===== src/design/fwc_consts.svh =====
// Offsets, field positions, reset values and timing counts of the flash write control block.
`ifndef FWC_CONSTS_SVH
`define FWC_CONSTS_SVH
`define FWC_ADDR_CONTROL 8'h00
`define FWC_ADDR_STATUS 8'h01
`define FWC_ADDR_WTIME 8'h02
`define FWC_ADDR_IRQ_STATUS 8'h03
`define FWC_ADDR_IRQ_MASK 8'h04
`define FWC_CTRL_POWER_BIT 0
`define FWC_CTRL_STOP_BIT 1
`define FWC_CTRL_PROTECT_LSB 4
`define FWC_STAT_BUSY_BIT 0
`define FWC_STAT_READY_BIT 1
`define FWC_STAT_INTW_BIT 2
`define FWC_PROTECT_ENABLE 4'h3
`define FWC_PROTECT_DISABLE 4'hC
`define FWC_WTIME_RESET 3'h0
`define FWC_WTIME_MAX_CODE 3'h4
`define FWC_FLASH_LOW 16'h4000
`define FWC_PAGE_BYTES 8'h80
`define FWC_WARM_HF_CYCLES 17'h00400
`define FWC_WARM_LF_CYCLES 17'h00008
`define FWC_PROG_HF_BASE 17'h10000
`define FWC_PROG_LF_BASE 17'h00080
`define FWC_PROG_TIME_MS 4
`define FWC_ERASED_BYTE 8'hFF
`endif


===== src/design/fwc_pkg.sv =====
// Types shared by the flash write control block.
package fwc_pkg;
    typedef enum logic [1:0] {
        FWC_IDLE,
        FWC_FILL,
        FWC_PROG,
        FWC_WARM
    } fwc_state_type;
endpackage


===== src/design/fwc_flash_write_control.sv =====
// Flash page write control: protect code, power monitor, busy and interrupted-write flags.
//
// Implementation choices: the strobed register port and the address map.
`timescale 1ns/1ps
`include "fwc_consts.svh"

// Overview of operation
// Non-maskable interrupt during write sets flag, aborts, clears counter, warms up with CPU stalled.
// Reading the status register clears the interrupted-write flag.
// Non-maskable interrupt during warm-up keeps CPU halted until warm-up ends.
// Power bit rising raises ready after 2^10 fast or 2^3 slow clocks.
// Ready monitor is read-only, low while off or warming up.
// While busy, flash reads and fetches return FFH; a fetched FFH raises software interrupt.
// Write-time code 000..100 selects 2^16..2^12 fast or 2^7..2^3 slow periods.
// On the real part the selector is storage only; program time is fixed.
// Upper bits 7..3 of the write-time register read undefined.
// Protect code 0011 enables writes, 1100 disables them.
// Reset loads protect code 1100.
// Protect and power writes take effect only when fetched from RAM.
// Flash range 4000H..FFFFH accepts writes only in serial PROM mode.
// Software keeps protect code at 1100 except when writing.
// Software checks ready before touching flash.
// Software repeats a page write that the interrupt flagged.
// Writes stage in a 128-byte page buffer, programmed once full.
// Clearing the power bit turns the control circuit off at once.
// Busy rises with the first buffered byte, falls on program end; after an abort it stays high until the warm-up ends.
module fwc_flash_write_control #(
    parameter bit EMULATION = 1'b0
) (
    input wire logic REF_CLK,
    input wire logic NRST,
    input wire logic [7:0] REG_ADDR,
    input wire logic [7:0] REG_WDATA,
    input wire logic REG_WR,
    input wire logic REG_RD,
    output logic [7:0] REG_RDATA,
    input wire logic FETCH_FROM_RAM,
    input wire logic NMI_REQ,
    input wire logic SERIAL_PROM_MODE,
    input wire logic SYSTEM_CLOCK_SELECT,
    input wire logic LOW_FREQ_CLOCK,
    input wire logic FLASH_OSC_TICK,
    input wire logic [15:0] FLASH_ADDR,
    input wire logic [7:0] FLASH_WDATA,
    input wire logic FLASH_WR,
    input wire logic FLASH_RD,
    input wire logic FLASH_FETCH,
    input wire logic [7:0] FLASH_ARRAY_DATA,
    output logic [7:0] FLASH_RDATA,
    output logic [7:0] PAGE_WR_DATA,
    output logic [6:0] PAGE_WR_INDEX,
    output logic PAGE_WR_STROBE,
    output logic PAGE_PROGRAM,
    output logic [15:0] PAGE_BASE,
    output logic CPU_STALL,
    output logic SOFTWARE_INT,
    output logic FLASH_POWER_ON,
    output logic IRQ
);
    logic [1:0] lf_sync;
    logic [1:0] tick_sync;
    logic lf_last;
    logic tick_last;
    logic lf_edge;
    logic tick_edge;
    logic manual_power;
    logic [3:0] protect_code;
    logic [2:0] write_time_select;
    logic power_ready;
    logic interrupted_write_flag;
    logic write_busy;
    logic warm_active;
    logic warm_stall;
    logic [16:0] warm_count;
    logic [16:0] prog_count;
    logic [16:0] prog_target;
    logic [7:0] fill_count;
    logic [2:0] irq_status;
    logic [2:0] irq_mask;
    logic [7:0] undefined_bits;
    logic [1:0] osc_tick_count;
    fwc_pkg::fwc_state_type state;
    fwc_pkg::fwc_state_type next_state;
    logic wr_ctrl;
    logic rd_stat;
    logic write_allowed;
    logic buffer_write;
    logic abort_req;
    logic page_done;
    logic prog_done;
    logic warm_done;
    logic power_rise;
    logic slow_tick;
    logic warm_tick;

    assign wr_ctrl = REG_WR && (REG_ADDR == `FWC_ADDR_CONTROL) && FETCH_FROM_RAM;
    assign rd_stat = REG_RD && (REG_ADDR == `FWC_ADDR_STATUS);
    assign write_allowed = (protect_code == `FWC_PROTECT_ENABLE) && SERIAL_PROM_MODE && power_ready;
    assign buffer_write = FLASH_WR && (FLASH_ADDR >= `FWC_FLASH_LOW) && write_allowed
        && (state == fwc_pkg::FWC_IDLE || state == fwc_pkg::FWC_FILL);
    // Only a fill or a program can be aborted, so an interrupt during recovery never restarts the warm-up.
    assign abort_req = (state == fwc_pkg::FWC_FILL || state == fwc_pkg::FWC_PROG)
        && (NMI_REQ || (wr_ctrl && REG_WDATA[`FWC_CTRL_STOP_BIT]));
    assign page_done = buffer_write && (fill_count == `FWC_PAGE_BYTES - 8'h01);
    assign slow_tick = SYSTEM_CLOCK_SELECT ? lf_edge : 1'b1;
    assign warm_tick = slow_tick;
    assign warm_done = warm_active && warm_tick && (warm_count == 17'h00001);
    assign power_rise = wr_ctrl && REG_WDATA[`FWC_CTRL_POWER_BIT] && !manual_power;

    // The slow clock and the flash oscillator come from outside this domain.
    always_ff @(posedge REF_CLK) begin
        lf_sync <= {lf_sync[0], LOW_FREQ_CLOCK};
        tick_sync <= {tick_sync[0], FLASH_OSC_TICK};
        lf_last <= lf_sync[1];
        tick_last <= tick_sync[1];
    end
    assign lf_edge = lf_sync[1] && !lf_last;
    assign tick_edge = tick_sync[1] && !tick_last;

    // Write-time periods halve per code step; reserved codes fall back to the shortest time.
    always_comb begin
        logic [2:0] code;
        code = (write_time_select > `FWC_WTIME_MAX_CODE) ? `FWC_WTIME_MAX_CODE : write_time_select;
        if (SYSTEM_CLOCK_SELECT) begin
            prog_target = `FWC_PROG_LF_BASE >> code;
        end else begin
            prog_target = `FWC_PROG_HF_BASE >> code;
        end
    end

    always_comb begin
        next_state = state;
        unique case (state)
            fwc_pkg::FWC_IDLE: begin
                if (buffer_write) begin
                    next_state = fwc_pkg::FWC_FILL;
                end
            end
            fwc_pkg::FWC_FILL: begin
                if (abort_req) begin
                    next_state = fwc_pkg::FWC_WARM;
                end else if (page_done) begin
                    next_state = fwc_pkg::FWC_PROG;
                end
            end
            fwc_pkg::FWC_PROG: begin
                if (abort_req) begin
                    next_state = fwc_pkg::FWC_WARM;
                end else if (prog_done) begin
                    next_state = fwc_pkg::FWC_IDLE;
                end
            end
            fwc_pkg::FWC_WARM: begin
                if (warm_done) begin
                    next_state = fwc_pkg::FWC_IDLE;
                end
            end
        endcase
    end

    always_ff @(posedge REF_CLK) begin
        if (!NRST) begin
            state <= fwc_pkg::FWC_IDLE;
        end else begin
            state <= next_state;
        end
    end

    // Page fill counter and staged write strobe toward the page buffer.
    always_ff @(posedge REF_CLK) begin
        if (!NRST) begin
            fill_count <= 8'h00;
            PAGE_WR_STROBE <= 1'b0;
            PAGE_WR_DATA <= 8'h00;
            PAGE_WR_INDEX <= 7'h00;
            PAGE_BASE <= 16'h0000;
            PAGE_PROGRAM <= 1'b0;
        end else begin
            PAGE_WR_STROBE <= buffer_write && !abort_req;
            PAGE_PROGRAM <= page_done && !abort_req;
            if (buffer_write) begin
                PAGE_WR_DATA <= FLASH_WDATA;
                PAGE_WR_INDEX <= fill_count[6:0];
            end
            if (buffer_write && state == fwc_pkg::FWC_IDLE) begin
                PAGE_BASE <= {FLASH_ADDR[15:7], 7'h00};
            end
            if (abort_req || page_done) begin
                fill_count <= 8'h00;
            end else if (buffer_write) begin
                fill_count <= fill_count + 8'h01;
            end
        end
    end

    // Program timer: emulation counts the selected period, the real part counts its own oscillator.
    always_ff @(posedge REF_CLK) begin
        if (!NRST) begin
            prog_count <= 17'h00000;
            osc_tick_count <= 2'h0;
            prog_done <= 1'b0;
        end else begin
            prog_done <= 1'b0;
            if (state != fwc_pkg::FWC_PROG) begin
                prog_count <= 17'h00000;
                osc_tick_count <= 2'h0;
            end else if (EMULATION) begin
                if (slow_tick) begin
                    prog_count <= prog_count + 17'h00001;
                    prog_done <= (prog_count + 17'h00001 >= prog_target);
                end
            end else if (tick_edge) begin
                osc_tick_count <= osc_tick_count + 2'h1;
                prog_done <= (osc_tick_count == 2'(`FWC_PROG_TIME_MS - 1));
            end
        end
    end

    always_ff @(posedge REF_CLK) begin
        if (!NRST) begin
            write_busy <= 1'b0;
        end else if (next_state == fwc_pkg::FWC_IDLE) begin
            write_busy <= 1'b0;
        end else begin
            write_busy <= 1'b1;
        end
    end

    // One warm-up counter serves power-up and abort recovery.
    always_ff @(posedge REF_CLK) begin
        if (!NRST) begin
            manual_power <= 1'b1;
            warm_active <= 1'b1;
            warm_stall <= 1'b1;
            warm_count <= `FWC_WARM_HF_CYCLES;
            power_ready <= 1'b0;
        end else begin
            if (wr_ctrl) begin
                manual_power <= REG_WDATA[`FWC_CTRL_POWER_BIT];
            end else if (NMI_REQ && !manual_power) begin
                manual_power <= 1'b1;
            end
            if (wr_ctrl && !REG_WDATA[`FWC_CTRL_POWER_BIT]) begin
                warm_active <= 1'b0;
                warm_stall <= 1'b0;
                power_ready <= 1'b0;
            end else if (power_rise || abort_req || (NMI_REQ && !manual_power)) begin
                warm_active <= 1'b1;
                warm_stall <= abort_req || NMI_REQ || warm_stall;
                power_ready <= 1'b0;
                warm_count <= SYSTEM_CLOCK_SELECT ? `FWC_WARM_LF_CYCLES : `FWC_WARM_HF_CYCLES;
            end else if (warm_active) begin
                if (NMI_REQ) begin
                    warm_stall <= 1'b1;
                end
                if (warm_done) begin
                    warm_active <= 1'b0;
                    warm_stall <= 1'b0;
                    power_ready <= 1'b1;
                end else if (warm_tick) begin
                    warm_count <= warm_count - 17'h00001;
                end
            end
        end
    end

    always_ff @(posedge REF_CLK) begin
        if (!NRST) begin
            interrupted_write_flag <= 1'b0;
        end else if (abort_req && NMI_REQ) begin
            interrupted_write_flag <= 1'b1;
        end else if (rd_stat) begin
            interrupted_write_flag <= 1'b0;
        end
    end

    always_ff @(posedge REF_CLK) begin
        if (!NRST) begin
            protect_code <= `FWC_PROTECT_DISABLE;
            write_time_select <= `FWC_WTIME_RESET;
            irq_mask <= 3'h0;
        end else if (REG_WR) begin
            if (wr_ctrl) begin
                protect_code <= REG_WDATA[`FWC_CTRL_PROTECT_LSB +: 4];
            end
            if (REG_ADDR == `FWC_ADDR_WTIME) begin
                write_time_select <= REG_WDATA[2:0];
            end
            if (REG_ADDR == `FWC_ADDR_IRQ_MASK) begin
                irq_mask <= REG_WDATA[2:0];
            end
        end
    end

    // Events: interrupted write, power ready, page program finished. Set wins over clear.
    always_ff @(posedge REF_CLK) begin
        if (!NRST) begin
            irq_status <= 3'h0;
        end else begin
            irq_status <= (irq_status & ~((REG_WR && REG_ADDR == `FWC_ADDR_IRQ_STATUS) ? REG_WDATA[2:0] : 3'h0))
                | {prog_done, warm_done && !write_busy, abort_req && NMI_REQ};
        end
    end
    assign IRQ = |(irq_status & irq_mask);

    // Upper write-time bits float; a free-running pattern models that they carry no meaning.
    always_ff @(posedge REF_CLK) begin
        if (!NRST) begin
            undefined_bits <= 8'h00;
        end else begin
            undefined_bits <= undefined_bits + 8'h28;
        end
    end

    always_ff @(posedge REF_CLK) begin
        if (!NRST) begin
            REG_RDATA <= 8'h00;
        end else if (REG_RD) begin
            unique case (REG_ADDR)
                `FWC_ADDR_CONTROL: REG_RDATA <= {protect_code, 3'h0, manual_power};
                `FWC_ADDR_STATUS: REG_RDATA <= {5'h00, interrupted_write_flag, power_ready, write_busy};
                `FWC_ADDR_WTIME: REG_RDATA <= {undefined_bits[7:3], write_time_select};
                `FWC_ADDR_IRQ_STATUS: REG_RDATA <= {5'h00, irq_status};
                `FWC_ADDR_IRQ_MASK: REG_RDATA <= {5'h00, irq_mask};
                default: REG_RDATA <= 8'h00;
            endcase
        end else begin
            REG_RDATA <= 8'h00;
        end
    end

    always_ff @(posedge REF_CLK) begin
        if (!NRST) begin
            FLASH_RDATA <= 8'h00;
            SOFTWARE_INT <= 1'b0;
        end else begin
            SOFTWARE_INT <= 1'b0;
            if (FLASH_RD || FLASH_FETCH) begin
                if (write_busy || !power_ready) begin
                    FLASH_RDATA <= `FWC_ERASED_BYTE;
                    SOFTWARE_INT <= FLASH_FETCH;
                end else begin
                    FLASH_RDATA <= FLASH_ARRAY_DATA;
                    SOFTWARE_INT <= FLASH_FETCH && (FLASH_ARRAY_DATA == `FWC_ERASED_BYTE);
                end
            end
        end
    end

    assign CPU_STALL = warm_stall;
    assign FLASH_POWER_ON = manual_power;
endmodule


===== config.mk =====
export PLATFORM = sky130hd
export DESIGN_NAME = fwc_flash_write_control
export DESIGN_NICKNAME = d
export VERILOG_FILES = /design/src/design/fwc_pkg.sv /design/src/design/fwc_flash_write_control.sv
export VERILOG_INCLUDE_DIRS = /design/src /design/src/design
export SDC_FILE = /design/constraint.sdc
export NUM_CORES = 1
export LEC_CHECK = 0
export ABC_AREA = 1
export BUFFER_PORTS_ARGS = -buffer_cell sky130_fd_sc_hd__buf_2
export CAP_MARGIN = 25
export CORE_MARGIN = 2
export CORE_UTILIZATION = 54
export DETAILED_ROUTE_END_ITERATION = 16
export GPL_TIMING_DRIVEN = 0
export PLACE_DENSITY = 0.83
export SETUP_SLACK_MARGIN = 0.15
export SYNTH_ARGS = -nofsm -noshare
export SYNTH_HDL_FRONTEND = slang
export SYNTH_SLANG_ARGS = --single-unit

===== constraint.sdc =====
create_clock -name REF_CLK -period 2.3 [get_ports REF_CLK]
set_input_delay 0.115 -clock REF_CLK [delete_from_list [all_inputs] [get_ports REF_CLK]]
set_output_delay 0.115 -clock REF_CLK [all_outputs]
set_load 0.01 [all_outputs]

======== Word-level counts from Yosys, hierarchy flattened ========
Cells that the tools add are included.
storage, ports and cells
  register bits after elaboration ......... 106
  input port bits ......................... 61
  output and inout bits ................... 53
  word-level logic and storage cells ...... 150
cells by class
  add/subtract/negate cells ............... 4
  $lt $le $gt $ge ......................... 1
  equal/unequal tests ..................... 14
  muxes and demuxes ....................... 31
  bitwise operators ....................... 7
  reduce and logical (&&, ||, !) cells .... 65
operators with widths
  operator                                                              count
  2-to-1 mux 17 bit                                                     4
  one-hot mux 8 bit (5 select lines)                                    1
  logical AND 1 bit                                                     26
  equality test 17 x 1 -> 1 bit (second input constant)                 1
  subtractor 17 x 1 -> 17 bit (second input constant)                   1
  equality test 8 x 2 -> 1 bit (second input constant)                  2
  greater-or-equal comparator 16 x 15 -> 1 bit (second input constant)  1
  2-to-1 mux 1 bit                                                      16
  AND reduction 2 bit                                                   7
  2-to-1 mux 2 bit                                                      6
  2-to-1 mux 11 bit                                                     1
  logical OR 1 bit                                                      10
  OR reduction 3 bit                                                    3
  adder 8 x 1 -> 8 bit (second input constant)                          1
  adder 8 x 6 -> 8 bit (second input constant)                          1
  equality test 8 x 1 -> 1 bit (second input constant)                  1
  equality test 8 x 3 -> 1 bit (second input constant)                  1
  equality test 8 x 7 -> 1 bit (second input constant)                  1
  equality test 8 bit (second input constant)                           1
  logical NOT 8 bit                                                     1
  2-to-1 mux 8 bit                                                      1
  one-hot mux 2 bit (4 select lines)                                    1
  nonzero test 2 bit                                                    4
  logical NOT 1 bit                                                     7
  16 further kinds                                                      23

======== Logic depth before layout (Yosys ltp) ========
Gate-level depths: netlist (run 1).
  depth in word-level cells ............... 11
  depth in mapped cells ................... 13
  depth with buffers taken out ............ 13

======== Worst setup path after synthesis (run 1) ========
Ideal clock, no wire load.
  kind .................................... register to register
  from .................................... register state[0]
  to ...................................... register warm_count[10]
  data arrival time ....................... 1.625 ns
  required time ........................... 2.183 ns
  path slack .............................. 0.558 ns
  stages on the path, launching flop included .. 13
  buffers on the path ..................... 1
  path through ............................ dfxtp_1 inv_1 ha_1 nand2_1 inv_1 nand3_2 nand2_2 inv_4 nand3_4 nand3_4 buf_6 a21oi_1 nand2_1
between the ends
  word-level cells in the longest chain between the ends .. 7
  elaborated cells between the ends (all ways) .. 11
  those cells by class .................... eq/ne (3); mux (1); reduce/logical (7)
ends and longest elaborated chain
  what                                                                                   RTL line                        text
  start: declaration                                                                     fwc_flash_write_control.sv:82   fwc_pkg::fwc_state_type state;
  start signal: assignment                                                               fwc_flash_write_control.sv:163  state <= fwc_pkg::FWC_IDLE;
  start signal: assignment                                                               fwc_flash_write_control.sv:165  state <= next_state;
  equality test 2 x 1 -> 1 bit or equality test 2 bit (tied branches)                    fwc_flash_write_control.sv:102  assign abort_req = (state == fwc_pkg::FWC_FILL || state == fwc_pkg::FWC_PROG)
  logical OR 1 bit *                                                                     fwc_flash_write_control.sv:102
  logical AND 1 bit *                                                                    fwc_flash_write_control.sv:102
  logical OR 1 bit * (2 in a row)                                                        fwc_flash_write_control.sv:247  end else if (power_rise || abort_req || (NMI_REQ && !manual_power)) begin
  inequality test 2 x 1 -> 1 bit (no source line) or nonzero test 2 bit (tied branches)  -
  AND reduction 4 bit (no source line)                                                   -
  end signal: assignment                                                                 fwc_flash_write_control.sv:235  warm_count <= `FWC_WARM_HF_CYCLES;
  end signal: assignment                                                                 fwc_flash_write_control.sv:251  warm_count <= SYSTEM_CLOCK_SELECT ? `FWC_WARM_LF_CYCLES : `FWC_WARM_HF_CYCLES;
  end signal: assignment                                                                 fwc_flash_write_control.sv:261  warm_count <= warm_count - 17'h00001;
  end: declaration                                                                       fwc_flash_write_control.sv:74   logic [16:0] warm_count;
Every way passes the cells marked *; elsewhere a longest branch is shown, timed or not.
A chain may end at the register's enable or synchronous reset.

======== Final worst setup path (run 1) ========
  from .................................... register state[1]
  to ...................................... register warm_count[15]
The elaborated chain is that of the path after synthesis.

==> results of run 1 <==
==> final timing paths <==
path	startpoint	end	cells past startpoint
worst max-delay path	state[1]	warm_count[15]	12
worst min-delay path	REG_WDATA[2]	write_time_select[2]	3
worst max register to register	state[1]	warm_count[15]	12
worst min register to register	lf_sync[0]	lf_sync[1]	0
==> stage by stage <==
step / hold WS (ns) / instance area, µm² / std cells
floorplan: 0.143 / 4770 / 667
global placement: 0.218 / 5400 / 873
detailed placement: 0.222 / 5400 / 873
CTS: 0.000509 / 5770 / 903
global route: 0.0212 / 5810 / 906
finish: 0.00672 / 5810 / 906
==> registers in the layout, indices dropped and copies added, names as in the netlist, 3 cells and up <==
register and count:
write_time_select 3, PAGE_BASE 9, fill_count 8, FLASH_RDATA 8, undefined_bits 5, irq_mask 3, PAGE_WR_DATA 8, warm_count 17
protect_code 4, PAGE_WR_INDEX 7, irq_status 3, REG_RDATA 8
==> power groups by stage <==
stage	sequential (mW)	combinational (mW)	clock, mW
after floorplan	2.08	1.04	0
final	2.07	1.42	1.27
after detailed placement	2.10	1.34	0
after global placement	2.10	1.30	0
after CTS	2.06	1.37	1.28
after global routing	2.09	1.62	1.35
==> critical path, stage by stage (launching register included) <==
cell and delay (ns):
dfxtp_2 0.38, inv_1 0.11, ha_1 0.33, nand2_1 0.08, inv_1 0.05, nand3_2 0.07, nand2_2 0.09, inv_6 0.12
nand3_4 0.11, nand3_4 0.15, buf_8 0.17, nand2_1 0.08, a21oi_1 0.17
==> kinds of logic after synthesis <==
logic type,count (synthesis),synth area share (%)
xor gates and xnor gates,9,1.66
DFF,103,43.4
other,1,0.0790
adders and majority gates,10,2.64
AOI/OAI and AO/OA,110,12.0
and+or+nand+nor,332,31.5
buffers and inverters,96,8.67
==> final cells by class <==
type                            instances  area, µm²
Tap cell                              108        135
Timing Repair Buffer                  115        656
Multi-Input combinational cell        468       2310
Timing Repair inverter                  1       5.00
Fill cell                             744       2830
Clock buffer                            9        124
Sequential cell                       103       2070
Clock inverter                          6       93.8
Inverter                               67        260
Buffer                                 29        161
==> timing repair <==
item,4_1_cts,5_1_grt
hold buffers,15,0
gates resized for setup,1,11
cloned,0,1
endpoints found under the hold margin,15,0
setup buffers,0,2
setup endpoints to repair,1,27
pin swaps,0,1
==> per-layer routing <==
metal | vias up | wire length (µm)
met3 | 14 | 678
met5 | - | 0
met2 | 152 | 5680
met1 | 2134 | 5230
met4 | 0 | 157
li1 | 2371 | -
==> cells in the final DEF (no fill, tap or decap), drive strengths merged, types with 9 or more instances in the layout <==
cell,instances
nand2,164
buf,113
dfxtp,103
nor2,92
a21oi,70
inv,68
nand3,41
o21ai,32
clkbuf,25
dlygate4sd3,15
nor3,14
ha,10
nand4,9
==> reports/qor.yml, run 1 <==
outcome: "completed"
yosysWarnings: 0
drive_gt1_share_pct: 20.8
hold_viol: 0
cellLeakagePower_nw: 2.69
grt_pass1_vias: 4424
seq_area_frac_synth_pct: 43.4
die_y_um: 97.8
met1_usage_pct: 31.8
fin_ws_ns: 0.298
cellPowerDensity_mw_per_mm2: 820
syn_to_final_growth_pct: 22.4
crit_path_end_kind: "flip-flop"
insertion_delay_ns: 0.37
hold_path_class: "input pin to flip-flop"
num-nets-final: 865
num_vias: 4671
crit_arrival_ns: 2.29
fmax_ghz: 0.500
synth-seq-cells: 103
htreeDepth: 3
drtAntennaViolNets: 0
syn_avg_cell_area_um2: 7.18
port_buffers: 98
ys_top_cells_by_area: "dfxtp_1 (43%), nand2_1 (12%), a21oi_1 (7.4%)"
switching_share_pct: 35.3
grt.busiest_layer: "met2"
slew-limit-headroom_pct: 59.6
timing.final.crit_share_pct: 87.0
dp_slack_ns: 0.158
routed_via_density: 5.16
wirelength_um: 11700
rsz0062_at_grt: "no"
use_met3_pct: 4.44
clk_pin_slew_worst_paths_ns: 0.10
worst_ep_required_time_ns: 2.59
clock-sinks: 103
power_frac_comb_pct: 29.8
pwr-share-clk_pct: 26.6
maxCapViolations: 0
report.power.total_mw: 4.76
irDropWorstVdd_uv: 432
dp_hpwl_um: 8590
layout_min_cycle_time_ns: 2.00
diodes: 0
synth_edf_count: 0
io_pins: 114
ys.flop_type: "dfxtp_1"
p_int_mw: 3.08
async_flop_share_pct: 0
cts_tree: "done"
crit_fanout: 10
p_seq_share_pct: 43.5
synthDistinctLibCells: 38
fp.coreArea_mm2: 0.00864
synthTopCellsByCount: "nand2_1 (151), dfxtp_1 (103), nor2_1 (85)"
rrSetupSlack_ns: 0.30
first_pass_iters: 5
synth_most_common_cell: "nand2_1"
drt_iter0_markers: 207
grt_first_pass_wirelength_um: 19700
crit_type: "flip-flop to flip-flop"
startpoint_type: "flip-flop"
grt_max_degree: 18
fin_setup_tns_ns: 0
antenna_found_initial: 0
skew_ns: 0.0134
initial_utilization_pct: 55.0
std_cell_rows: 34
tightest_slew_ns: 0.607
grt-ovfl-total: 0
track_usage_pct: 25.0
place.gp.congestion: 0.917
drc: 0
switching_power_mw: 1.68
cts-root-to-sink-buffers: 2
cts_root_buffer: "clkbuf_8"
finalMaxSlewViolations: 0
netlist_area_mm2: 0.00475
grtUsageMet2_pct: 43.1
die_w_um: 97.8
design.die.area_mm2: 0.00956
setup_violations: 0
post-route-util_pct: 67.3
syn_inst: 661
synth_top_cell_by_area: "dfxtp_1"
cts_made_buffers: 9
synth_top_cell_area_share_pct: 43.4
wl_per_cell_um: 13.0
No activity file was read; power rests on OpenSTA's default activity.
==> inputs of run 2 (changes only) <==
--- a/config.mk
+++ b/config.mk
@@ -6,11 +6,10 @@
 export SDC_FILE = /design/constraint.sdc
 export NUM_CORES = 1
 export LEC_CHECK = 0
-export ABC_AREA = 1
 export BUFFER_PORTS_ARGS = -buffer_cell sky130_fd_sc_hd__buf_2
 export CAP_MARGIN = 25
 export CORE_MARGIN = 2
-export CORE_UTILIZATION = 54
+export CORE_UTILIZATION = 53
 export DETAILED_ROUTE_END_ITERATION = 16
 export GPL_TIMING_DRIVEN = 0
 export PLACE_DENSITY = 0.83
==> run 2 against run 1 <==
The flow now finishes with violations (negative hold slack). Final cell count decreased by 16%. Fmax shrank 7.1%. Sequential cell count stayed put. Sequential share of layout area grew 1.1 points. Largest cell class unchanged.
==> reports/qor.yml, run 2 <==
wirelength_um: 11700
die_w_um: 95.7
syn_to_final_growth_pct: 26.5
hold_path_class: "input pin to flip-flop"
drt_iter0_markers: 307
synth_top_cell_by_area: "dfxtp_1"
nFillCells: 659
fin_setup_tns_ns: 0
synth-compound-area-share_pct: 17.6
layout_min_cycle_time_ns: 2.15
whs_ns: -0.00549
yosysWarnings: 0
routed_via_density: 5.74
cts_tree: "done"
top_register: "warm_count"
final_cells: 759
clock-sinks: 103
seqCellArea_mm2: 0.00207
hold_viol: 2
num_vias: 4358
mostFrequentLayoutCell: "buf_2"
fp.coreArea_mm2: 0.00818
irDropWorstVdd_uv: 424
syn_inst: 512
ys_top_cells_by_area: "dfxtp_1 (46%), nand2_1 (6.1%), nor2_1 (5.0%)"
ys.flop_type: "dfxtp_1"
wl_per_cell_um: 15.4
drtAntennaViolNets: 0
multi_input_area_mm2: 0.00233
synthTopCellsByCount: "dfxtp_1 (103), nand2_1 (73), nor2_1 (59)"
first_pass_iters: 5
crit_path_end_kind: "flip-flop"
drive_gt1_share_pct: 25.8
crit_fanout: 7
cts_made_buffers: 9
insertion_delay_ns: 0.36
dp_hpwl_um: 8240
synth_top_family_by_area: "simple AND/OR/NAND/NOR gates"
tightest_slew_ns: 0.794
layout_common_cells: "buf_2 (102), dfxtp_1 (99), nand2_1 (72)"
cellLeakagePower_nw: 2.29
slew-limit-headroom_pct: 46.9
worst_ep_required_time_ns: 2.56
synth-seq-cells: 103
place.gp.congestion: 0.910
fmax_ghz: 0.464
initial_utilization_pct: 54.5
drc: 0
design.die.area_mm2: 0.00916
synthXorXnorAreaFrac_pct: 2.16
grt-ovfl-total: 0
syn_avg_cell_area_um2: 8.70
violations: "negative hold slack"
crit_arrival_ns: 2.41
report.power.total_mw: 4.80
finalMaxSlewViolations: 0
maxCapViolations: 0
rsz0062_at_grt: "yes"
io_pins: 114
seq_area_frac_synth_pct: 46.3
die_y_um: 95.7
grt_max_degree: 19
async_flop_share_pct: 0
synth_top_cell_area_share_pct: 46.3
skew_ns: 0.0154
synth_most_common_cell: "dfxtp_1"
cellPowerDensity_mw_per_mm2: 851
largest_reg_flops: 17
synthAdderAreaFrac_pct: 2.81
clk_pin_slew_worst_paths_ns: 0.11
startpoint_type: "flip-flop"
antenna_found_initial: 0
setup_violations: 0
synthSimpleGateAreaFrac_pct: 23.5
track_usage_pct: 25.2
outcome: "finished, violations left"
timing.final.crit_share_pct: 93.6
synth.area.mux_share_pct: 3.14
num-nets-final: 720
synth_edf_count: 0
grt_first_pass_wirelength_um: 18100
cts_root_buffer: "clkbuf_8"
reg.largest.list: "warm_count: 17 flops, PAGE_BASE: 9 flops"
std_cell_rows: 33
place_inst: 720
grt_pass1_vias: 3978
post-route-util_pct: 69.0
crit_type: "flip-flop to flip-flop"
synthDistinctLibCells: 62
cts-root-to-sink-buffers: 2
htreeDepth: 3
port_buffers: 97
diodes: 0
netlist_area_mm2: 0.00446
run 2: cell count changes after synthesis, sizes merged, moves of 6 or more:
cell and delta:
a21oi -32, mux2i +14, o21ai -7, nand2 -90, inv -53, o22ai +8, nor2 -33, nand3 -29
nor4 +9, or4 +6
run 2: where the power goes:
group          internal, mW  switching (mW)  total, mW
logic                 0.641           0.819       1.46
registers              1.96           0.210       2.17
clock network         0.521           0.650       1.17
total                  3.12            1.68       4.80
run 2: cell type report:
type                    count  share of cell area (%)
plain buffers              28                    2.73
clock buffers              10                    2.26
clock inverters             6                    1.40
inverters                  13                   0.865
multi-input cells         374                    41.3
flip-flops and latches    103                    36.7
well taps                 105                    2.33
repair buffers            120                    12.4
run 2: worst max-delay path, cell delays in order, from the launching register on:
cell and delay, ns:
dfxtp_1 0.38, nor4_2 0.40, and4_1 0.27, buf_6 0.14, a21boi_2 0.07, o31a_1 0.23
o311a_1 0.34, or2_1 0.22
run 2: worst paths after layout:
kind | from | to | slack [ns] | cells after the start
worst max-delay path | warm_count[13] | write_busy | 0.15 | 7
worst min-delay path | REG_WDATA[4] | protect_code[0] | -0.005 | 3
worst max register to register | warm_count[13] | write_busy | 0.15 | 7
worst min register to register | lf_sync[0] | lf_sync[1] | 0.34 | 0
run 2: routing by layer:
| metal | vias to the layer above | GRT usage (%) | part of all wire [%] |
|---|---|---|---|
| met5 | - | 0 | 0 |
| met4 | 0 | 9.76 | 2.4 |
| met3 | 26 | 4.93 | 8.4 |
| met2 | 211 | 42.2 | 48 |
| met1 | 2030 | 32.0 | 41 |
| li1 | 2091 | - | - |
run 2: cells by family (layout without fill, tap and decap cells):
kind of cell / Yosys count / count (layout)
AND/OR/NAND/NOR: 211 / 211
AO/OA/AOI/OAI: 121 / 121
flip-flops: 103 / 103
buffers and inverters: 41 / 177
multiplexers: 14 / 14
XOR/XNOR: 11 / 11
adder cells (fa/ha/maj): 10 / 10
other: 1 / 7
run 2: stage by stage:
stage	area, µm²	setup slack, ns
finish	5640	0.146
floorplan	4480	0.161
global placement	5100	-0.262
global route	5640	0.0342
detailed placement	5100	-0.280
CTS	5560	0.0149
run 2: repair_timing:
action	in CTS	in global routing
setup endpoints to repair	26	25
gates cloned	0	1
gates resized for setup	13	17
pin swaps	0	4
hold endpoints to repair	17	0
buffers inserted	2	3
hold buffers	17	0
